--- src/srg_pkg.sv ---
package srg_pkg;
	localparam int unsigned STAGES    = 8;
	localparam int unsigned TAP_A     = 5;
	localparam int unsigned TAP_B     = 6;
	localparam int unsigned TAP_LAST  = 7;
	localparam int unsigned OUT_W     = 3;
	localparam int unsigned BUF_DEPTH = 2;
	localparam logic        ASYNC_LOAD_DEF = 1'b0;
	typedef enum logic [1:0]
	{
		SRG_IDLE  = 2'b00,
		SRG_SHIFT = 2'b01,
		SRG_LOAD  = 2'b10
	} srg_op_t;
endpackage

--- src/srg_buf_if.sv ---
`timescale 1ns/100ps
`default_nettype none
interface srg_buf_if;
	logic [srg_pkg::OUT_W-1:0] in_data;
	logic                      in_valid;
	logic                      in_ready;
	logic [srg_pkg::OUT_W-1:0] out_data;
	logic                      out_valid;
	logic                      out_ready;
	modport buffer
	(
		input  in_data,
		input  in_valid,
		output in_ready,
		output out_data,
		output out_valid,
		input  out_ready
	);
	modport user
	(
		output in_data,
		output in_valid,
		input  in_ready,
		input  out_data,
		input  out_valid,
		output out_ready
	);
endinterface
`default_nettype wire

--- src/srg_buf.sv ---
`timescale 1ns/100ps
`default_nettype none
module srg_buf
(
	// clock and reset
	input  wire logic  i_clk,
	input  wire logic  i_nrst,
	// stream
	srg_buf_if.buffer  bif
);
	// =====================================================
	// two-entry buffer
	logic [srg_pkg::OUT_W-1:0] mem_q [srg_pkg::BUF_DEPTH];
	logic [srg_pkg::OUT_W-1:0] mem_d [srg_pkg::BUF_DEPTH];
	logic                      wp_q, wp_d, rp_q, rp_d;
	logic [1:0]                cnt_q, cnt_d;
	logic                      push, pop;

	assign bif.in_ready  = (cnt_q != 2'h2);
	assign bif.out_valid = (cnt_q != 2'h0);
	assign bif.out_data  = mem_q[rp_q];

	always_comb
	begin
		push  = bif.in_valid && bif.in_ready;
		pop   = bif.out_valid && bif.out_ready;
		mem_d = mem_q;
		wp_d  = wp_q;
		rp_d  = rp_q;
		cnt_d = cnt_q;
		if (push)
		begin
			mem_d[wp_q] = bif.in_data;
			wp_d        = ~wp_q;
		end
		if (pop)
			rp_d = ~rp_q;
		if (push && !pop)
			cnt_d = cnt_q + 2'h1;
		else if (pop && !push)
			cnt_d = cnt_q - 2'h1;
	end

	always_ff @(posedge i_clk)
	begin
		if (!i_nrst)
		begin
			wp_q  <= 1'b0;
			rp_q  <= 1'b0;
			cnt_q <= 2'h0;
		end
		else
		begin
			wp_q  <= wp_d;
			rp_q  <= rp_d;
			cnt_q <= cnt_d;
		end
		mem_q <= mem_d;
	end

	a_buf_no_over:
	assert property (@(posedge i_clk) disable iff (!i_nrst)
		cnt_q <= 2'h2)
	else $error("buffer count out of range");
endmodule // srg_buf
`default_nettype wire

--- src/srg_top.sv ---
// Behaviour
// - eight stages, each loadable from the serial path or its own preset input.
// - each stage changes only on its clocking event, like an edge D flip-flop.
// - one shift clock, one load select, one serial input, one preset per stage.
// - stage 8 is the serial output, stages 6 and 7 are brought out too.
// - load select low, each rising shift clock edge shifts and takes serial in.
// - sync variant, load select high, each rising edge copies all presets.
// - async variant, presets load without a shift clock edge; shifting stays edged.
// - async variant, load select high forces stage clocking to take the presets.
// - instances cascade by feeding stage 8 output to the next serial input.
`timescale 1ns/100ps
`default_nettype none
module srg_top
#(
	parameter logic ASYNC_LOAD = srg_pkg::ASYNC_LOAD_DEF
)
(
	// clock and reset
	input  wire logic                      i_clk,
	input  wire logic                      i_nrst,
	// register pins
	input  wire logic                      i_shift_clock,
	input  wire logic                      i_load_sel,
	input  wire logic                      i_serial_in,
	input  wire logic [srg_pkg::STAGES-1:0] i_parallel_preset_inputs,
	// tap outputs
	output logic                           o_q6,
	output logic                           o_q7,
	output logic                           o_q8,
	// tap stream
	output logic [srg_pkg::OUT_W-1:0]      o_tap_data,
	output logic                           o_tap_valid,
	input  wire logic                      i_tap_ready,
	output logic                           o_overrun
);
	// =====================================================
	// pin synchronisers
	logic                      ck_m_q, ck_s_q, ck_p_q;
	logic                      ld_m_q, ld_s_q;
	logic                      si_m_q, si_s_q;
	logic [srg_pkg::STAGES-1:0] pp_m_q, pp_s_q;

	always_ff @(posedge i_clk)
	begin
		ck_m_q <= i_shift_clock;
		ck_s_q <= ck_m_q;
		ck_p_q <= ck_s_q;
		ld_m_q <= i_load_sel;
		ld_s_q <= ld_m_q;
		si_m_q <= i_serial_in;
		si_s_q <= si_m_q;
		pp_m_q <= i_parallel_preset_inputs;
		pp_s_q <= pp_m_q;
	end

	// =====================================================
	// operation select
	logic              rise;
	srg_pkg::srg_op_t  op;

	always_comb
	begin
		rise = ck_s_q && !ck_p_q;
		op   = srg_pkg::SRG_IDLE;
		if (ld_s_q && (ASYNC_LOAD || rise))
			op = srg_pkg::SRG_LOAD;
		else if (!ld_s_q && rise)
			op = srg_pkg::SRG_SHIFT;
	end

	// =====================================================
	// stage chain, not reset
	logic [srg_pkg::STAGES-1:0] stg_q, stg_d;

	generate
		for (genvar g = 0; g < srg_pkg::STAGES; g++)
		begin : g_stage
			always_comb
			begin
				case (op)
					srg_pkg::SRG_SHIFT:
						stg_d[g] = (g == 0) ? si_s_q
						                    : stg_q[(g == 0) ? 0 : g-1];
					srg_pkg::SRG_LOAD:
						stg_d[g] = pp_s_q[g];
					srg_pkg::SRG_IDLE:
						stg_d[g] = stg_q[g];
					default:
						stg_d[g] = stg_q[g];
				endcase
			end
		end
	endgenerate

	always_ff @(posedge i_clk)
	begin
		stg_q <= stg_d;
	end

	// =====================================================
	// tap outputs
	logic q6_q, q7_q, q8_q;
	logic q6_d, q7_d, q8_d;

	always_comb
	begin
		q6_d = stg_q[srg_pkg::TAP_A];
		q7_d = stg_q[srg_pkg::TAP_B];
		q8_d = stg_q[srg_pkg::TAP_LAST];
	end

	always_ff @(posedge i_clk)
	begin
		q6_q <= q6_d;
		q7_q <= q7_d;
		q8_q <= q8_d;
	end

	assign o_q6 = q6_q;
	assign o_q7 = q7_q;
	assign o_q8 = q8_q;

	// =====================================================
	// tap stream through two-entry buffer
	srg_buf_if bif ();
	logic      upd_q, upd_d, ovr_q, ovr_d;
	logic [srg_pkg::OUT_W-1:0] od_q;
	logic      ov_q;

	always_comb
	begin
		upd_d = (op != srg_pkg::SRG_IDLE);
		ovr_d = ovr_q | (upd_q & ~bif.in_ready);
	end

	always_ff @(posedge i_clk)
	begin
		if (!i_nrst)
		begin
			upd_q <= 1'b0;
			ovr_q <= 1'b0;
		end
		else
		begin
			upd_q <= upd_d;
			ovr_q <= ovr_d;
		end
	end

	assign bif.in_valid  = upd_q;
	assign bif.in_data   = {q8_d, q7_d, q6_d};
	assign bif.out_ready = i_tap_ready || !ov_q;

	srg_buf u_buf
	(
		.i_clk  (i_clk),
		.i_nrst (i_nrst),
		.bif    (bif.buffer)
	);

	always_ff @(posedge i_clk)
	begin
		if (!i_nrst)
			ov_q <= 1'b0;
		else if (i_tap_ready || !ov_q)
			ov_q <= bif.out_valid;
		if (i_tap_ready || !ov_q)
			od_q <= bif.out_data;
	end

	assign o_tap_data  = od_q;
	assign o_tap_valid = ov_q;
	assign o_overrun   = ovr_q;

	// =====================================================
	// checks
	a_shift_moves_one:
	assert property (@(posedge i_clk)
		(op == srg_pkg::SRG_SHIFT) |=>
		stg_q[srg_pkg::STAGES-1:1] === $past(stg_q[srg_pkg::STAGES-2:0]))
	else $error("shift did not move stages");
	a_shift_takes_serial:
	assert property (@(posedge i_clk)
		(op == srg_pkg::SRG_SHIFT) |=> stg_q[0] === $past(si_s_q))
	else $error("serial input not captured");
	a_load_copies:
	assert property (@(posedge i_clk)
		(op == srg_pkg::SRG_LOAD) |=> stg_q == $past(pp_s_q))
	else $error("preset not loaded");
	a_async_load_forced:
	assert property (@(posedge i_clk)
		(ASYNC_LOAD && ld_s_q) |=> stg_q == $past(pp_s_q))
	else $error("async load not forced");
	a_hold_idle:
	assert property (@(posedge i_clk)
		(op == srg_pkg::SRG_IDLE) |=> stg_q === $past(stg_q))
	else $error("stages changed without event");
	a_edge_only:
	assert property (@(posedge i_clk)
		(!ld_s_q && !rise) |=> stg_q === $past(stg_q))
	else $error("stage changed without clock edge");
	a_tap_last:
	assert property (@(posedge i_clk)
		##1 o_q8 === $past(stg_q[srg_pkg::TAP_LAST]))
	else $error("stage 8 output wrong");
	a_tap_mid:
	assert property (@(posedge i_clk)
		##1 {o_q7, o_q6} ===
		$past({stg_q[srg_pkg::TAP_B], stg_q[srg_pkg::TAP_A]}))
	else $error("stage 6 or 7 output wrong");
	a_ovr_sticky:
	assert property (@(posedge i_clk) disable iff (!i_nrst)
		o_overrun |=> o_overrun)
	else $error("overrun flag dropped");
	a_tap_word_held:
	assert property (@(posedge i_clk) disable iff (!i_nrst)
		(o_tap_valid && !i_tap_ready) |=>
		(o_tap_valid && o_tap_data == $past(o_tap_data)))
	else $error("tap word not held while stalled");
endmodule // srg_top
`default_nettype wire

--- config.mk ---
export PLATFORM = sky130hd
export DESIGN_NAME = srg_top
export DESIGN_NICKNAME = d
export VERILOG_FILES = /design/src/srg_pkg.sv /design/src/srg_buf_if.sv /design/src/srg_buf.sv /design/src/srg_top.sv
export SDC_FILE = /design/constraint.sdc
export NUM_CORES = 1
export LEC_CHECK = 0
export BUFFER_PORTS_ARGS = -buffer_cell sky130_fd_sc_hd__buf_2
export CORE_MARGIN = 2
export CORE_UTILIZATION = 57
export CTS_BUF_LIST = sky130_fd_sc_hd__clkbuf_8
export DETAILED_ROUTE_END_ITERATION = 16
export GPL_TIMING_DRIVEN = 0
export PLACE_DENSITY = 0.8
export SLEW_MARGIN = 30
export SYNTH_ARGS = -nofsm -noshare
export SYNTH_HDL_FRONTEND = slang
export SYNTH_SLANG_ARGS = --single-unit
--- constraint.sdc ---
create_clock -name i_clk -period 1.9 [get_ports i_clk]
set_input_delay 0.38 -clock i_clk [delete_from_list [all_inputs] [get_ports i_clk]]
set_output_delay 0.38 -clock i_clk [all_outputs]
set_load 0.1 [all_outputs]
# Word-level counts from Yosys, hierarchy flattened
# Cells that the tools add are included.
[classes]
muxes = 18
n_addsub = 2
magnitude_cmp = 3
n_bitwise = 7
n_reduce_logical = 18
eq_ne = 3
[ops]
columns = ["operator", "count"]
rows = [
  ["$pmux W1 S2", 8],
  ["$mux W3", 4],
  ["$logic_and A1 B1 Y1", 8],
  ["$reduce_bool A2 Y1", 4],
  ["$bwmux W6", 1],
  ["$mux W2", 3],
  ["$logic_not A1 Y1", 5],
  ["$ge A2 B2 Y1 const B", 2],
  ["$not A1 Y2", 2],
  ["$demux W3 S1", 1],
  ["$not A1 Y1", 3],
  ["$add A2 B1 Y2 const B", 1],
  ["$eq A2 B1 Y1 const B", 1],
  ["$eq A2 B2 Y1 const B", 1],
  ["$lt A2 B1 Y1 const B", 1],
  ["$ne A2 B2 Y1 const B", 1],
  ["$sub A2 B1 Y2 const B", 1],
  ["$and A1 B1 Y1", 1],
  ["$logic_or A1 B1 Y1", 1],
  ["$mux W1", 1],
  ["$or A1 B1 Y1", 1],
]
[totals]
ff_bits = 50
input_bits = 14
wordCells = 73
out_inout_bits = 8

# Longest topological paths before layout
[depth]
depth_word = 7
mapped_depth = 7
depth_no_buf = 7

# By module
# A second synthesis with hierarchy kept.
[unflattened]
cells_unflattened = 90
hier_area_um2 = 1545.2
[modules_own_cells]
columns = ["mod", "cells_each", "instances", "area_per_inst_um2", "seq_area_each_um2"]
rows = [
  ["srg_top", 58, 1, 1121.1, 910.9],
  ["srg_buf", 32, 1, 424.2, 260.2],
]

# Worst setup path after synthesis
# Ideal clock, no wire load.
[synth_path]
kind = "register to register"
from = "register ov_q, in the netlist o_tap_valid"
to = "register u_buf.cnt_q[1]"
setup_time_ns = 0.070
path_buffers = 0
path_stages_with_launch = 7
required_ns = 1.830
setup_slack_ns = -0.275
arrival_ns = 2.105
synth_period_minus_slack_ns = 2.175
path_cell_list = "dfxtp_1 -> nor2b_1 -> inv_1 -> o21ai_0 -> ha_1 -> or3_1 -> a21oi_1"
[synth_via]
elab_chain_cells = 6
word_cells_on_any_way = 8
classes_between = "1 x mux; 7 x reduce/logical"
[synth_rtl]
columns = ["item", "line_no", "rtl"]
rows = [
  ["start, declared", "srg_top.sv:128", "logic ov_q;"],
  ["start signal, assigned", "srg_top.sv:166", "ov_q <= bif.out_valid;"],
  ["$logic_not A1 Y1 (*)", "srg_top.sv:152", "assign bif.out_ready = i_tap_ready || !ov_q;"],
  ["$logic_or A1 B1 Y1 (*)", "srg_top.sv:152", ""],
  ["named net bif.out_ready", "srg_buf_if.sv:9", "logic out_ready;"],
  ["$logic_and A1 B1 Y1 (*)", "srg_buf.sv:26", "pop = bif.out_valid && bif.out_ready;"],
  ["$logic_not A1 Y1", "srg_buf.sv:38", "if (push && !pop)"],
  ["$logic_and A1 B1 Y1", "srg_buf.sv:38", ""],
  ["$mux W2 / $reduce_bool A2 Y1 (equally long branches)", "n/a", ""],
  ["end signal, assigned", "srg_buf.sv:56", "cnt_q <= cnt_d;"],
  ["end, declared", "srg_buf.sv:16", "logic [1:0] cnt_q, cnt_d;"],
]
# Mark *: on every way through the listed nets, which the timed path passes. The rest lies on a longest branch.
# A chain may end at the register's enable or synchronous reset.

# Worst setup path in the final report
[layout_path]
from = "register u_buf.cnt_q[1]"
to = "register u_buf.cnt_q[1]"
[layout_via]
elab_chain_cells = 5
word_cells_on_any_way = 13
classes_between = "2 x add/sub; 1 x eq/ne; 2 x mux; 8 x reduce/logical"
[layout_rtl]
columns = ["item", "line_no", "rtl"]
rows = [
  ["$ne A2 B2 Y1 (*)", "srg_buf.sv:19", "assign bif.in_ready = (cnt_q != 2'h2);"],
  ["$logic_and A1 B1 Y1 (*)", "srg_buf.sv:25", "push = bif.in_valid && bif.in_ready;"],
  ["named net u_buf.push", "srg_buf.sv:17", "logic push, pop;"],
  ["$logic_not A1 Y1", "srg_buf.sv:40", "else if (pop && !push)"],
  ["$logic_and A1 B1 Y1", "srg_buf.sv:40", ""],
  ["$reduce_bool A2 Y1 (no source line)", "n/a", ""],
]
# Mark *: on every way through the listed nets, which the timed path passes. The rest lies on a longest branch. The select of a mux whose other input is x is not followed.

==> flow_summary.yaml <==
status:
  run_status: "complete, no violations"
floorplan:
  die_height_um: 55.1
  rows: 18
  die_w_um: 55.1
  ios: 22
  initial_utilization_pct: 60.0
  dieArea_um2: 3030
  core_um2: 2480
synthesis:
  synth_most_common_cell: "dfxtp_1"
  synthCells: 92
  synth_xor_area_share_pct: 1.18
  synth.top_cells.by_area: "dfxtp_1, edfxtp_1, mux2_1, mux2_2, ha_1"
  yosys_register_bits: 50
  synth_edf_count: 17
  synth_mux_area_share_pct: 8.33
  synth-compound-area-share_pct: 3.37
  synthAdderAreaFrac_pct: 1.68
  syn_avg_cell_area_um2: 16.2
  synthFlopType: "dfxtp_1"
  synth_top_family_by_area: "multiplexers"
  synth_top_cell_area_share_pct: 44.4
  seq_area_frac_synth_pct: 78.8
  yosysTopAreaCell: "dfxtp_1"
  syn-cell-area_um2: 1490
  synth_common_cells: "dfxtp_1, edfxtp_1, mux2_1"
  async_flop_share_pct: 0
  synth_simple_gate_area_share_pct: 5.56
  ys_warn_count: 0
  syn_nets: 108
  ys_types: 20
place:
  post-place-cells: 143
  hpwl_um: 1290
  place_area_um2: 1630
  gp_congestion: 0.758
  port_buffers: 21
pwr:
  power.leakage_nw: 0.709
  irDropWorstVdd_v: 0.00113
  power_density_nw_per_um2: 1440
clocking:
  clk_path_buf_depth: 2
  cts_tree: "done"
  hold_buffers: 0
  cts.sinks: 50
  cts_buffers: 5
  clk_pin_slew_ns: 0.08
  clk_latency_ns: 0.29
  post_cts_buffers: 0
  cts_htree_levels: 2
  root_buffer: "clkbuf_8"
  cts_resized: 0
finish:
  fin_area_um2: 1740
  n_antenna_cell: 0
  nets: 136
  drive_gt1_share_pct: 27.3
  instances_no_fill: 151
  area_growth_pct: 16.8
  final_core_util_pct: 70.1
setup_path:
  crit_path_end_kind: "flop"
  slowest_stage: "dfxtp_1"
  path_cells: "nor2b_1 -> nor2_1 -> ha_1 -> or3_1 -> a21oi_1"
  r2r_slack_ns: 0.25
  worstSetupPathType: "flop to flop"
  crit_arrival_ns: 1.87
  slowest_delay_ns: 0.41
  crit_required_ns: 2.12
  start_kind: "flop"
  crit_fanout: 6
run:
  maxCapViolations: 0
sta:
  period_needed_ns: 1.65
  rsz0062_at_grt: "false"
  finalSetupTns_ns: 0
  fmax_ghz: 0.604
  slew-limit-headroom_pct: 67.8
  hold_viol: 0
  slew_violations: 0
  final.setup_skew_ns: 0.00466
  worst_pin_slew_ns: 0.486
  setup_viol: 0
  period_share_pct: 87.1
  holdWs_ns: 0.191
detailed_routing:
  via_per_inst: 4.95
  first_pass_iters: 4
  drt_wl_total_um: 1850
  drt_iter0_markers: 9
  remaining_drc_errors: 0
  dr_total_vias: 748
  wl_per_cell_um: 12.3
  ant_nets: 0
grt:
  grt_pass1_wl_um: 2660
  first_global_vias: 671
  antenna_found_initial: 0
  grt_util_all_layers_pct: 13.8
  grt_max_degree: 15
  gr-total-overflow: 0
hold_path:
  hold_path_class: "input pin to flop"
-- placed cells by master (no fill, tap or decap) --
master | Yosys | layout
inv_1 | 3 | 5
o21a_1 | 1 | 1
or3b_1 | 1 | 1
mux2_2 | 3 | 3
dfxtp_2 | 0 | 1
xor2_1 | 2 | 2
a21oi_1 | 4 | 4
buf_2 | 1 | 22
bufinv_16 | 0 | 1
nand2b_1 | 1 | 1
and3_1 | 1 | 1
a21boi_0 | 1 | 1
or3_1 | 2 | 2
nor2_1 | 5 | 5
nor2b_1 | 2 | 2
nand3b_1 | 1 | 1
mux2_1 | 8 | 8
dfxtp_1 | 33 | 32
nor3_2 | 1 | 1
o21ai_0 | 3 | 3
edfxtp_1 | 17 | 17
clkbuf_8 | 0 | 5
ha_1 | 2 | 2
-- logic make-up (layout without fill, tap and decap cells) --
family | after synthesis | in the layout
xor gates and xnor gates | 2 | 2
and+or+nand+nor | 14 | 14
DFF | 50 | 50
muxes | 11 | 11
AOI/OAI and AO/OA | 9 | 9
adders and majority gates | 2 | 2
buffers and inverters | 4 | 33
-- worst paths after layout --
| check | start | end | cells after the start |
|---|---|---|---|
| setup / recovery | u_buf.cnt_q[1]$_SDFFE_PN0P_ | u_buf.cnt_q[1]$_SDFFE_PN0P_ | 5 |
| hold / removal | i_parallel_preset_inputs[6] | pp_m_q[6]$_DFF_P_ | 1 |
| setup reg to reg | u_buf.cnt_q[1]$_SDFFE_PN0P_ | u_buf.cnt_q[1]$_SDFFE_PN0P_ | 5 |
| hold reg to reg | ck_m_q$_DFF_P_ | ck_s_q$_DFF_P_ | 0 |
-- flip-flops by register name (all words and copies together), names as in the netlist --
signal,count
bif.in_valid,1
o_q6,1
pp_m_q,8
pp_s_q,8
ck_p_q,1
ld_s_q,1
u_buf.wp_q,1
u_buf.cnt_q,2
si_m_q,1
si_s_q,1
u_buf.mem_q,6
o_q7,1
ld_m_q,1
ck_s_q,1
u_buf.rp_q,1
ck_m_q,1
o_overrun,1
o_tap_data,3
stg_q,8
o_q8,1
o_tap_valid,1
-- metal layers --
layer  routed length [um]  vias up  track usage, %
li1                     -      374               -
met1                  720      345            13.1
met2                  984       24            23.4
met3                  108        5            5.65
met4                   40        0            10.6
met5                    0        -               0
-- power breakdown --
group / switching [mW] / total [mW] / leakage, nW / internal [mW]
logic: 0.383 / 0.526 / 0.210 / 0.142
clock network: 0.300 / 0.683 / 0.0607 / 0.383
registers: 0.0649 / 1.29 / 0.438 / 1.23
-- critical path: cells and delay by family (launching register included) --
kind,cells,cell delay [ns]
DFF,1,0.41
and+or+nand+nor,3,0.71
AOI/OAI and AO/OA,1,0.15
adders and majority gates,1,0.32
-- metrics by stage --
step	total power, mW	setup WS (ns)
final	2.50	0.246
after floorplan	1.74	0.0370
after CTS	2.53	0.231
after global placement	1.81	0.224
after detailed placement	1.83	0.129
after global routing	2.61	0.106
-- cell type report --
class | count | area [um2]
fillers | 179 | 741
plain buffers | 1 | 5.00
multi-input cells | 38 | 299
clock inverters | 3 | 37.5
repair buffers | 21 | 105
inverters | 3 | 11.3
well taps | 30 | 37.5
flip-flops and latches | 50 | 1170
clock buffers | 5 | 68.8
Power figures use the tool's default switching activity.
